$ cat config.mk
export PLATFORM = sky130hd
export DESIGN_NAME = aa_annunciator
export DESIGN_NICKNAME = d
export VERILOG_FILES = /design/src/aa_pkg.sv /design/src/aa_annunciator.sv /design/src/aa_sync.sv /design/src/aa_tick.sv
export SDC_FILE = /design/constraint.sdc
export NUM_CORES = 1
export LEC_CHECK = 0
export ABC_AREA = 1
export BUFFER_PORTS_ARGS = -buffer_cell sky130_fd_sc_hd__clkbuf_2
export CAP_MARGIN = 20
export CORE_MARGIN = 4
export CORE_UTILIZATION = 25
export DETAILED_ROUTE_END_ITERATION = 16
export SKIP_LAST_GASP = 1
export SLEW_MARGIN = 20
export SYNTH_ARGS = -nofsm -noshare
export SYNTH_HDL_FRONTEND = slang
export SYNTH_SLANG_ARGS = --single-unit
$ cat constraint.sdc
create_clock -name clk_sys -period 12.4 [get_ports clk_sys]
set_input_delay 1.24 -clock clk_sys [delete_from_list [all_inputs] [get_ports clk_sys]]
set_output_delay 1.24 -clock clk_sys [all_outputs]
set_load 0.01 [all_outputs]
$ cat src/aa_pkg.sv
// constants, field layouts and types for the alarm annunciator
package aa_pkg;

	// ----------------------------------------------------------------
	// timing
	// ----------------------------------------------------------------
	localparam int CLK_HZ             = 125_000_000;
	localparam int CYC_PER_MS         = CLK_HZ / 1000;
	localparam int MS_PER_S           = 1000;
	localparam int WARMUP_MIN         = 20;
	localparam int WARMUP_S           = WARMUP_MIN * 60;
	localparam int REFTEST_PERIOD_MIN = 10;
	localparam int REFTEST_PERIOD_S   = REFTEST_PERIOD_MIN * 60;
	localparam int REFTEST_OFF_S      = 3;
	localparam int FLASH_HZ           = 1;
	localparam int FLASH_HALF_MS      = 1000 / (2 * FLASH_HZ);
	localparam int S_PER_HOUR         = 3600;

	// ----------------------------------------------------------------
	// alarm positions in the active vector, in display order
	// ----------------------------------------------------------------
	localparam int NUM_ALARMS     = 11;
	localparam int AL_SENSOR_FAIL = 0;
	localparam int AL_HEATER_FAIL = 1;
	localparam int AL_TC_OPEN     = 2;
	localparam int AL_REF_AIR     = 3;
	localparam int AL_FLOW_SWITCH = 4;
	localparam int AL_AD_CAL      = 5;
	localparam int AL_DA_CAL      = 6;
	localparam int AL_FILTER      = 7;
	localparam int AL_GAS1_CAL    = 8;
	localparam int AL_GAS2_CAL    = 9;
	localparam int AL_BYPASS      = 10;

	// ----------------------------------------------------------------
	// lower line codes: 0..13 variables, 15..19 messages
	// ----------------------------------------------------------------
	localparam int         NUM_VARS     = 14;
	localparam logic [4:0] LC_UNDERTEMP = 5'h0F;
	localparam logic [4:0] LC_CAL1      = 5'h10;
	localparam logic [4:0] LC_CAL2      = 5'h11;
	localparam logic [4:0] LC_PURGE     = 5'h12;
	localparam logic [4:0] LC_ALARM     = 5'h13;

	// ----------------------------------------------------------------
	// register map, byte offsets
	// ----------------------------------------------------------------
	localparam logic [7:0]  REG_CFG      = 8'h00;
	localparam logic [7:0]  REG_STATUS   = 8'h04;
	localparam logic [7:0]  REG_RUNHRS   = 8'h08;
	localparam logic [7:0]  REG_DISPLAY  = 8'h0C;
	localparam int          CFG_PURGE_BIT = 16;
	localparam int          ST_WDOG_BIT   = 16;
	localparam logic [13:0] CFG_MASK_RST  = 14'h3FFE;
	localparam logic        CFG_PURGE_RST = 1'b0;
	localparam logic [3:0]  VAR_RST       = 4'h1;

	typedef enum logic [2:0] {
		AA_LAMP_OFF    = 3'b001,
		AA_LAMP_FLASH  = 3'b010,
		AA_LAMP_STEADY = 3'b100
	} aa_lamp_e;

endpackage

$ cat src/aa_annunciator.sv
// run-mode alarm and display annunciator with wishbone registers
//
// The register offsets and the Wishbone register port were decided locally.
`timescale 1ns/1ns
// How it works
// - upper line always oxygen; display press steps lower line to next enabled item.
// - probe below validity temperature shows under-temperature message on lower line.
// - calibration gas 1 or 2, or purge, in progress shows its message.
// - run-hour counter advances only while fuel valve contact reads closed.
// - a service day change restarts the run-hour counter from zero.
// - each alarm press shows the next active alarm on lower line.
// - alarms already cleared are skipped when the sequence is stepped.
// - accepted tag shows only on an active alarm already displayed once.
// - press after last active alarm returns to the saved variable.
// - lamp flashes on new alarm; press makes it steady or off.
// - horn latches on any new alarm, press mutes it.
// - sensor failure on high impedance, suppressed while probe is cold.
// - first twenty heater minutes suppress heater failure, drive undertemp relay while probe is cold.
// - heater on past twenty minutes and still cold raises heater failure.
// - open thermocouple raises its alarm and switches the heater off.
// - reference pump off three seconds every ten minutes; flow switch checked.
// - output converter check and its alarm only on auto-calibrate press.
// - blocked-filter test only when auto purge configured and requested.
// - separate calibration error alarm for each calibration gas.
// - probe-not-ready relay follows cold probe, non-latching.
// - burner bypass switch on raises heater bypass alarm.
// - watchdog lights error lamp and common relay, not shown in sequence.
module aa_annunciator #(
	parameter int CYC_PER_MS = aa_pkg::CYC_PER_MS,
	parameter int MS_PER_S   = aa_pkg::MS_PER_S
) (
	// clock and reset
	input  wire logic        clk_sys,
	input  wire logic        rst,
	// wishbone slave
	input  wire logic        wb_cyc_i,
	input  wire logic        wb_stb_i,
	input  wire logic        wb_we_i,
	input  wire logic [7:0]  wb_adr_i,
	input  wire logic [3:0]  wb_sel_i,
	input  wire logic [31:0] wb_dat_i,
	output logic      [31:0] wb_dat_o,
	output logic             wb_ack_o,
	// operator buttons, debounced levels
	input  wire logic        displayBtn,
	input  wire logic        alarmBtn,
	input  wire logic        autoCalBtn,
	// measurement and plant conditions
	input  wire logic        probeCold,
	input  wire logic        cellImpHigh,
	input  wire logic        tcOpen,
	input  wire logic        refAirLow,
	input  wire logic        flowPresent,
	input  wire logic        adCalFault,
	input  wire logic        daCalFault,
	input  wire logic        purgeFlowLow,
	input  wire logic        gas1Mismatch,
	input  wire logic        gas2Mismatch,
	input  wire logic        cal1Active,
	input  wire logic        cal2Active,
	input  wire logic        purgeActive,
	input  wire logic        fuelValveClosed,
	input  wire logic        bypassOn,
	input  wire logic        watchdogTimeout,
	input  wire logic        heaterOn,
	input  wire logic        serviceDayChanged,
	// display
	output logic             upperShowsOxygen,
	output logic      [4:0]  lowerCode,
	output logic      [3:0]  lowerAlarmIdx,
	output logic             accepted_tag,
	// lamps and relays
	output logic             alarmLamp,
	output logic             errorLamp,
	output logic             horn_relay,
	output logic             common_alarm_relay,
	output logic             probe_not_ready_relay,
	output logic             cal_in_progress_relay,
	output logic             heater_undertemp_relay,
	output logic             heaterEnable,
	output logic             refAirPumpOn
);
	localparam int NPIN = 21;
	localparam int NA   = aa_pkg::NUM_ALARMS;

	initial begin
		if (CYC_PER_MS < 1 || CYC_PER_MS > 131072 || MS_PER_S < 2 ||
			MS_PER_S > 1024) begin
			$error("aa_annunciator: tick parameters out of range");
		end
	end

	// ----------------------------------------------------------------
	// pin synchronisation
	// ----------------------------------------------------------------
	logic [NPIN-1:0] pinRaw;
	logic [NPIN-1:0] pinS;

	assign pinRaw = {displayBtn, alarmBtn, autoCalBtn, probeCold,
		cellImpHigh, tcOpen, refAirLow, flowPresent, adCalFault,
		daCalFault, purgeFlowLow, gas1Mismatch, gas2Mismatch, cal1Active,
		cal2Active, purgeActive, fuelValveClosed, bypassOn,
		watchdogTimeout, heaterOn, serviceDayChanged};

	aa_sync #(.W(NPIN)) uSync (
		.clk_sys (clk_sys),
		.rst     (rst),
		.asyncIn (pinRaw),
		.syncOut (pinS)
	);

	wire sDisp   = pinS[20];
	wire sAlarm  = pinS[19];
	wire sAuto   = pinS[18];
	wire sCold   = pinS[17];
	wire sImp    = pinS[16];
	wire sTcOpen = pinS[15];
	wire sRefLow = pinS[14];
	wire sFlow   = pinS[13];
	wire sAdF    = pinS[12];
	wire sDaF    = pinS[11];
	wire sPgLow  = pinS[10];
	wire sGas1   = pinS[9];
	wire sGas2   = pinS[8];
	wire sCal1   = pinS[7];
	wire sCal2   = pinS[6];
	wire sPurge  = pinS[5];
	wire sFuel   = pinS[4];
	wire sBypass = pinS[3];
	wire sWdog   = pinS[2];
	wire sHeater = pinS[1];
	wire sSvc    = pinS[0];

	logic dispPrev;
	logic alarmPrev;
	logic autoPrev;
	logic purgePrev;
	logic svcPrev;

	wire dispPress  = sDisp & ~dispPrev;
	wire alarmPress = sAlarm & ~alarmPrev;
	wire autoPress  = sAuto & ~autoPrev;
	wire purgeStart = sPurge & ~purgePrev;
	wire svcPulse   = sSvc & ~svcPrev;

	// ----------------------------------------------------------------
	// time base
	// ----------------------------------------------------------------
	logic msTick;
	logic secTick;
	logic flashTick;

	aa_tick #(.W(17), .DIV(CYC_PER_MS)) uMs (
		.clk_sys (clk_sys),
		.rst     (rst),
		.en      (1'b1),
		.tick    (msTick)
	);

	aa_tick #(.W(10), .DIV(MS_PER_S)) uSec (
		.clk_sys (clk_sys),
		.rst     (rst),
		.en      (msTick),
		.tick    (secTick)
	);

	// fixed rate: operators expect the same flash on every unit
	aa_tick #(.W(10), .DIV(aa_pkg::FLASH_HALF_MS)) uFlash (
		.clk_sys (clk_sys),
		.rst     (rst),
		.en      (msTick),
		.tick    (flashTick)
	);

	// ----------------------------------------------------------------
	// configuration and decode functions
	// ----------------------------------------------------------------
	logic [13:0] cfgMask;
	logic        cfgAutoPurge;

	function automatic logic [3:0] nextVar(input logic [3:0] cur,
		input logic [13:0] mask);
		logic [3:0] res;
		logic       found;
		int         c;
		res   = cur;
		found = 1'b0;
		for (int i = 1; i <= aa_pkg::NUM_VARS; i++) begin
			c = (int'(cur) + i) % aa_pkg::NUM_VARS;
			if (!found && mask[c]) begin
				res   = 4'(c);
				found = 1'b1;
			end
		end
		return res;
	endfunction

	// {found, index} of next active alarm after ptr, or from the top
	function automatic logic [4:0] nextAlarm(input logic [3:0] ptr,
		input logic fromTop, input logic [NA-1:0] act);
		logic [4:0] res;
		res = 5'h00;
		for (int i = NA - 1; i >= 0; i--) begin
			if (act[i] && (fromTop || i > int'(ptr))) begin
				res = {1'b1, 4'(i)};
			end
		end
		return res;
	endfunction

	// ----------------------------------------------------------------
	// alarm conditions
	// ----------------------------------------------------------------
	logic [10:0] warmSec;
	logic [9:0]  refSec;
	logic        flowFault;
	logic        daErr;
	logic        filterErr;
	logic [NA-1:0] actPrev;
	logic [NA-1:0] act;

	wire warmUp   = sHeater & (warmSec < 11'(aa_pkg::WARMUP_S));
	wire pumpOff  = refSec >= 10'(aa_pkg::REFTEST_PERIOD_S -
		aa_pkg::REFTEST_OFF_S);
	wire refCheck = secTick &
		(refSec == 10'(aa_pkg::REFTEST_PERIOD_S - 1));
	wire filterSet = cfgAutoPurge & sPurge & sPgLow;

	always_comb begin
		act = '0;
		act[aa_pkg::AL_SENSOR_FAIL] = sImp & ~sCold;
		act[aa_pkg::AL_HEATER_FAIL] = sHeater & ~warmUp & sCold;
		act[aa_pkg::AL_TC_OPEN]     = sTcOpen;
		act[aa_pkg::AL_REF_AIR]     = sRefLow;
		act[aa_pkg::AL_FLOW_SWITCH] = flowFault;
		act[aa_pkg::AL_AD_CAL]      = sAdF;
		act[aa_pkg::AL_DA_CAL]      = daErr;
		act[aa_pkg::AL_FILTER]      = filterErr;
		act[aa_pkg::AL_GAS1_CAL]    = sGas1;
		act[aa_pkg::AL_GAS2_CAL]    = sGas2;
		act[aa_pkg::AL_BYPASS]      = sBypass;
	end

	wire newAlarm = |(act & ~actPrev);
	wire anyAct   = |act;

	always_ff @(posedge clk_sys or posedge rst) begin
		if (rst) begin
			warmSec <= '0;
		end else if (!sHeater) begin
			warmSec <= '0;
		end else if (secTick && warmUp) begin
			warmSec <= warmSec + 1'b1;
		end
	end

	// flow switch must drop while the pump is stopped
	always_ff @(posedge clk_sys or posedge rst) begin
		if (rst) begin
			refSec    <= '0;
			flowFault <= 1'b0;
		end else if (secTick) begin
			if (refCheck) begin
				refSec    <= '0;
				flowFault <= sFlow;
			end else begin
				refSec <= refSec + 1'b1;
			end
		end
	end

	// latched results cleared only by the next run of their test
	always_ff @(posedge clk_sys or posedge rst) begin
		if (rst) begin
			daErr     <= 1'b0;
			filterErr <= 1'b0;
		end else begin
			if (autoPress) begin
				daErr <= sDaF;
			end
			if (filterSet) begin
				filterErr <= 1'b1;
			end else if (purgeStart) begin
				filterErr <= 1'b0;
			end
		end
	end

	// ----------------------------------------------------------------
	// alarm stepping, lamp and horn
	// ----------------------------------------------------------------
	logic        alarmMode;
	logic        accNow;
	logic [3:0]  alarmPtr;
	logic [NA-1:0] seen;
	logic [3:0]  varIdx;
	aa_pkg::aa_lamp_e lamp;
	aa_pkg::aa_lamp_e next_lamp;

	wire [4:0] nxt = nextAlarm(alarmPtr, ~alarmMode, act);

	always_comb begin
		next_lamp = lamp;
		case (lamp)
			aa_pkg::AA_LAMP_OFF,
			aa_pkg::AA_LAMP_FLASH,
			aa_pkg::AA_LAMP_STEADY: begin
				if (newAlarm) begin
					next_lamp = aa_pkg::AA_LAMP_FLASH;
				end else if (alarmPress) begin
					next_lamp = anyAct ? aa_pkg::AA_LAMP_STEADY
						: aa_pkg::AA_LAMP_OFF;
				end
			end
			default: next_lamp = aa_pkg::AA_LAMP_OFF;
		endcase
	end

	always_ff @(posedge clk_sys or posedge rst) begin
		if (rst) begin
			alarmMode <= 1'b0;
			alarmPtr  <= '0;
			accNow    <= 1'b0;
		end else if (alarmPress) begin
			if (nxt[4]) begin
				alarmMode <= 1'b1;
				alarmPtr  <= nxt[3:0];
				accNow    <= seen[nxt[3:0]];
			end else begin
				alarmMode <= 1'b0;
				accNow    <= 1'b0;
			end
		end
	end

	// a display mark is dropped as soon as its alarm clears
	always_ff @(posedge clk_sys or posedge rst) begin
		if (rst) begin
			seen <= '0;
		end else begin
			for (int i = 0; i < NA; i++) begin
				if (alarmPress && nxt[4] && nxt[3:0] == 4'(i)) begin
					seen[i] <= act[i];
				end else begin
					seen[i] <= seen[i] & act[i];
				end
			end
		end
	end

	// new alarm beats a press in the same cycle
	always_ff @(posedge clk_sys or posedge rst) begin
		if (rst) begin
			lamp       <= aa_pkg::AA_LAMP_OFF;
			horn_relay <= 1'b0;
			alarmLamp  <= 1'b0;
			actPrev    <= '0;
		end else begin
			lamp    <= next_lamp;
			actPrev <= act;
			if (newAlarm) begin
				horn_relay <= 1'b1;
			end else if (alarmPress) begin
				horn_relay <= 1'b0;
			end
			if (lamp == aa_pkg::AA_LAMP_FLASH) begin
				alarmLamp <= flashTick ? ~alarmLamp : alarmLamp;
			end else begin
				alarmLamp <= (lamp == aa_pkg::AA_LAMP_STEADY);
			end
		end
	end

	// ----------------------------------------------------------------
	// display selection
	// ----------------------------------------------------------------
	wire [4:0] next_lowerCode =
		alarmMode ? aa_pkg::LC_ALARM :
		sCal1     ? aa_pkg::LC_CAL1 :
		sCal2     ? aa_pkg::LC_CAL2 :
		sPurge    ? aa_pkg::LC_PURGE :
		sCold     ? aa_pkg::LC_UNDERTEMP :
		{1'b0, varIdx};

	always_ff @(posedge clk_sys or posedge rst) begin
		if (rst) begin
			varIdx           <= aa_pkg::VAR_RST;
			lowerCode        <= 5'h00;
			lowerAlarmIdx    <= 4'h0;
			upperShowsOxygen <= 1'b0;
			accepted_tag     <= 1'b0;
		end else begin
			if (dispPress) begin
				varIdx <= nextVar(varIdx, cfgMask);
			end
			upperShowsOxygen <= 1'b1;
			lowerCode        <= next_lowerCode;
			lowerAlarmIdx    <= alarmPtr;
			// tag moves with the lower line so both change on one edge
			accepted_tag     <= accNow;
		end
	end

	// ----------------------------------------------------------------
	// relays, heater, pump, run hours
	// ----------------------------------------------------------------
	logic [11:0] hourSec;
	logic [15:0] runHours;

	always_ff @(posedge clk_sys or posedge rst) begin
		if (rst) begin
			errorLamp              <= 1'b0;
			common_alarm_relay     <= 1'b0;
			probe_not_ready_relay  <= 1'b0;
			cal_in_progress_relay  <= 1'b0;
			heater_undertemp_relay <= 1'b0;
			heaterEnable           <= 1'b0;
			refAirPumpOn           <= 1'b0;
		end else begin
			errorLamp              <= sWdog;
			common_alarm_relay     <= anyAct | sWdog;
			probe_not_ready_relay  <= sCold;
			cal_in_progress_relay  <= sCal1 | sCal2 | sPurge;
			heater_undertemp_relay <= warmUp & sCold;
			heaterEnable           <= sHeater & ~sTcOpen;
			refAirPumpOn           <= ~pumpOff;
		end
	end

	always_ff @(posedge clk_sys or posedge rst) begin
		if (rst) begin
			hourSec  <= '0;
			runHours <= '0;
		end else if (svcPulse) begin
			hourSec  <= '0;
			runHours <= '0;
		end else if (secTick && sFuel) begin
			if (hourSec == 12'(aa_pkg::S_PER_HOUR - 1)) begin
				hourSec  <= '0;
				runHours <= runHours + 1'b1;
			end else begin
				hourSec <= hourSec + 1'b1;
			end
		end
	end

	// ----------------------------------------------------------------
	// wishbone register file
	// ----------------------------------------------------------------
	wire        wbReq   = wb_cyc_i & wb_stb_i & ~wb_ack_o;
	wire        selCfg  = wb_adr_i == aa_pkg::REG_CFG;
	wire        selSt   = wb_adr_i == aa_pkg::REG_STATUS;
	wire        selHrs  = wb_adr_i == aa_pkg::REG_RUNHRS;
	wire        selDisp = wb_adr_i == aa_pkg::REG_DISPLAY;
	wire [31:0] cfgWord = {15'h0000, cfgAutoPurge, 2'b00, cfgMask};
	wire [31:0] stWord  = {15'h0000, sWdog, 5'h00, act};
	wire [31:0] dspWord = {20'h00000, alarmMode, accepted_tag,
		lowerAlarmIdx, 1'b0, lowerCode};
	wire [31:0] rdWord  = selCfg  ? cfgWord :
		selSt   ? stWord :
		selHrs  ? {16'h0000, runHours} :
		selDisp ? dspWord : 32'h00000000;

	always_ff @(posedge clk_sys or posedge rst) begin
		if (rst) begin
			wb_ack_o     <= 1'b0;
			wb_dat_o     <= '0;
			cfgMask      <= aa_pkg::CFG_MASK_RST;
			cfgAutoPurge <= aa_pkg::CFG_PURGE_RST;
		end else begin
			wb_ack_o <= wbReq;
			wb_dat_o <= (wbReq && !wb_we_i) ? rdWord : 32'h00000000;
			if (wbReq && wb_we_i && selCfg) begin
				if (wb_sel_i[0]) begin
					cfgMask[7:0] <= wb_dat_i[7:0];
				end
				if (wb_sel_i[1]) begin
					cfgMask[13:8] <= wb_dat_i[13:8];
				end
				if (wb_sel_i[2]) begin
					cfgAutoPurge <= wb_dat_i[aa_pkg::CFG_PURGE_BIT];
				end
			end
		end
	end

	// ----------------------------------------------------------------
	// edge history
	// ----------------------------------------------------------------
	always_ff @(posedge clk_sys or posedge rst) begin
		if (rst) begin
			dispPrev  <= 1'b0;
			alarmPrev <= 1'b0;
			autoPrev  <= 1'b0;
			purgePrev <= 1'b0;
			svcPrev   <= 1'b0;
		end else begin
			dispPrev  <= sDisp;
			alarmPrev <= sAlarm;
			autoPrev  <= sAuto;
			purgePrev <= sPurge;
			svcPrev   <= sSvc;
		end
	end
endmodule

$ cat src/aa_sync.sv
// two-stage synchroniser for a vector of independent pin levels
`timescale 1ns/1ns
module aa_sync #(
	parameter int W = 1
) (
	// clock and reset
	input  wire logic         clk_sys,
	input  wire logic         rst,
	// levels
	input  wire logic [W-1:0] asyncIn,
	output logic      [W-1:0] syncOut
);
	logic [W-1:0] stage1;

	initial begin
		if (W < 1) begin
			$error("aa_sync: W must be at least 1");
		end
	end

	always_ff @(posedge clk_sys or posedge rst) begin
		if (rst) begin
			stage1  <= '0;
			syncOut <= '0;
		end else begin
			stage1  <= asyncIn;
			syncOut <= stage1;
		end
	end
endmodule

$ cat src/aa_tick.sv
// divider: one-cycle pulse after every DIV input enables
`timescale 1ns/1ns
module aa_tick #(
	parameter int W   = 17,
	parameter int DIV = 125000
) (
	// clock and reset
	input  wire logic clk_sys,
	input  wire logic rst,
	// enable in, pulse out
	input  wire logic en,
	output logic      tick
);
	localparam logic [W-1:0] LAST = W'(DIV - 1);
	logic [W-1:0] count;

	initial begin
		if (DIV < 1 || DIV > (2 ** W)) begin
			$error("aa_tick: DIV does not fit in W bits");
		end
	end

	always_ff @(posedge clk_sys or posedge rst) begin
		if (rst) begin
			count <= '0;
			tick  <= 1'b0;
		end else begin
			tick <= 1'b0;
			if (en) begin
				if (count == LAST) begin
					count <= '0;
					tick  <= 1'b1;
				end else begin
					count <= count + 1'b1;
				end
			end
		end
	end
endmodule
==> metrics.yaml <==
status: "finished clean"
worstMarginPinSlew_ns: 0.984
hp-start: "uSync.stage1[13]"
antenna_found_initial: 1
grt_max_degree: 97
die_area_um2: 58900
wl_per_cell_um: 14.7
routed_wl_um: 39100
dp_worst_setup_slack_ns: 5.91
die-width_um: 243
drv_slew: 0
p_leak_uw: 0.00769
maxSlewHeadroom_pct: 33.8
area_delta_synth_final_pct: 15.1
rsz0062_at_grt: "false"
coreArea_um2: 54100
switching_share_pct: 52.0
synth_seq_cells: 227
path_class: "flop to flop"
p_sw_uw: 2250
drt-pass1-iter-count: 5
cts_buffers: 25
final.period_utilization_pct: 52.7
setup_tns_ns: 0
required_ns: 12.88
num_rows: 85
combPwrFrac_pct: 61.9
hp-class: "flop to flop"
ys.flop_type: "dfrtp_1"
synth_edf_count: 0
start_kind: "flop"
post-route-min-period_ns: 6.54
die_h_um: 243
ff2ff_path_depth: 26
finalHoldViolCount: 0
vias: 12487
post_drt_via_cell_ratio: 4.69
cp_top_family: "simple AND/OR/NAND/NOR gates"
grt.total_usage_pct: 12.7
peakVddDrop_mv: 0.129
nNetsFinal: 2063
setup_slack_ns: 5.86
grt_overflow: 0
dpl.hpwl_um: 30200
ios: 123
final_cell_mix: "nand2_1 (423), inv_1 (311), dfrtp_1 (212)"
r2r_start: "varIdx[1]"
critical_path.max_stage_delay_ns: 0.98
critical_path_arrival_ns: 7.02
hold_ws_ns: 0.343
async_flop_share_pct: 100
n_antenna_cell: 0
pwr-share-clk_pct: 18.4
setup_viol: 0
grt_pass1_vias: 11656
worst-path-max-fanout: 23
min_to: "uSync.syncOut[13]"
cts_tree: "yes"
netlist_area_um2: 13800
port_buffers: 89
clock-sinks: 227
drtIter0Drc: 1182
cp_num_cells: 26
drv_cap: 0
cts_resized: 0
crit_path_frequent_cell: "nand2_1"
final_common_cell: "nand2_1"
synth_area_per_cell_um2: 7.43
initial_utilization_pct: 25.4
clock.fmax_mhz: 153
p_int_uw: 2070
antenna_left: 0
cp_slowest_cell: "dfrtp_1"
syn_inst: 1853
end_kind: "flop"
r2r-end: "varIdx[0]"
fillCellCount: 5806
clk_path_buf_depth: 3
r2r_slack_ns: 5.86
gp_congestion: 0.872
cts_root_buf: "clkbuf_16"
cellPowerDensity_nw_per_um2: 273
ctsHoldBuffers: 0
grt_pass1_wl_um: 61700
htree_levels: 1
path_buf_inv: 3
clock_latency_ns: 0.56
drcViolationCount: 0
pwr-share-seq_pct: 19.7
synth.yosys.warnings: 0
ys_types: 53
clk_pin_slew_ns: 0.06
cts_setup_buffers: 0
layout-drive-gt1-share_pct: 11.0
synth-seq-area-share_pct: 41.4
clock_skew_ns: 0.0112
whs_path_depth: 0
routing by layer:
layer,share of wire (%),up-vias,GRT usage (%)
met1,48,5848,18.3
met3,7.0,58,2.22
li1,-,6198,-
met4,2.7,0,3.31
met2,43,383,19.8
met5,0,-,0
worst max-delay path by stage:
stage               startpoint  slack, ns        end
floorplan                  rst       4.97     accNow
global placement     varIdx[1]       5.96  varIdx[3]
detailed placement   varIdx[1]       5.91  varIdx[0]
CTS                  varIdx[1]       5.89  varIdx[0]
global route         varIdx[1]       5.21  varIdx[2]
finish               varIdx[1]       5.86  varIdx[0]
flip-flops by register name, indices dropped and copies added (netlist names), 3 cells and up:
name	flops
uSync.stage1	21
uSync.syncOut	21
uMs.count	17
wb_dat_o	17
runHours	16
cfgMask	14
hourSec	12
actPrev	11
seen	11
warmSec	11
refSec	10
uFlash.count	10
uSec.count	10
lowerCode	5
alarmPtr	4
lowerAlarmIdx	4
varIdx	4
lamp	3
through the flow:
stage | cell area (um2) | cells | utilization [%] | total power [uW]
global placement | 15000 | 2617 | 27.6 | 3460
detailed placement | 15000 | 2617 | 27.6 | 3500
global route | 15800 | 2663 | 29.3 | 4750
CTS | 15800 | 2663 | 29.3 | 4320
floorplan | 13800 | 1867 | - | 2890
finish | 15800 | 2663 | 29.3 | 4320
power by group through the flow:
stage / sequential (uW) / combinational (uW) / clock [uW]
after CTS: 850 / 2650 / 824
after detailed placement: 863 / 2640 / 0
after global routing: 858 / 3040 / 851
after floorplan: 825 / 2060 / 0
after global placement: 862 / 2600 / 0
final: 852 / 2670 / 795
area by class of cell:
class / instances / area [um2] / share of cell area [%]
Sequential cell: 227 / 5700 / 36.0
Clock buffer: 34 / 729 / 4.60
Tap cell: 696 / 871 / 5.50
Multi-Input combinational cell: 1273 / 6670 / 42.1
Clock inverter: 12 / 159 / 1.00
Inverter: 327 / 1230 / 7.79
Timing Repair Buffer: 94 / 483 / 3.05
Yosys cell counts, drive strengths merged, types with 3 or more instances:
cell type	count	area [um2]
or2	7	43.8
o21ai	136	681
ha	45	563
a211oi	6	45.0
buf	24	165
and3	3	18.8
a21oi	91	459
mux2	15	169
nand2	431	1640
clkbuf	16	60.1
nand3	145	731
nor4	16	100
a31oi	9	56.3
o22ai	22	138
dfstp	15	394
clkinv	4	15.0
o31ai	3	22.5
o21a	7	52.6
nor3b	3	22.5
inv	323	1210
nor3	57	290
nor2	132	528
xor2	41	382
dfrtp	212	5310
xnor2	5	51.3
o211ai	26	195
nand4	41	282
cell families (layout without fill, tap and decap cells):
family	Yosys count	after routing	synth area share, %
AO/OA/AOI/OAI	310	310	12.6
XOR/XNOR	46	46	3.15
adder cells (fa/ha/maj)	45	45	4.09
buffers and inverters	367	467	10.6
flip-flops	227	227	41.4
multiplexers	16	16	1.30
other	2	16	0.0546
AND/OR/NAND/NOR	840	840	26.8
(Power assumes the default switching activity.)
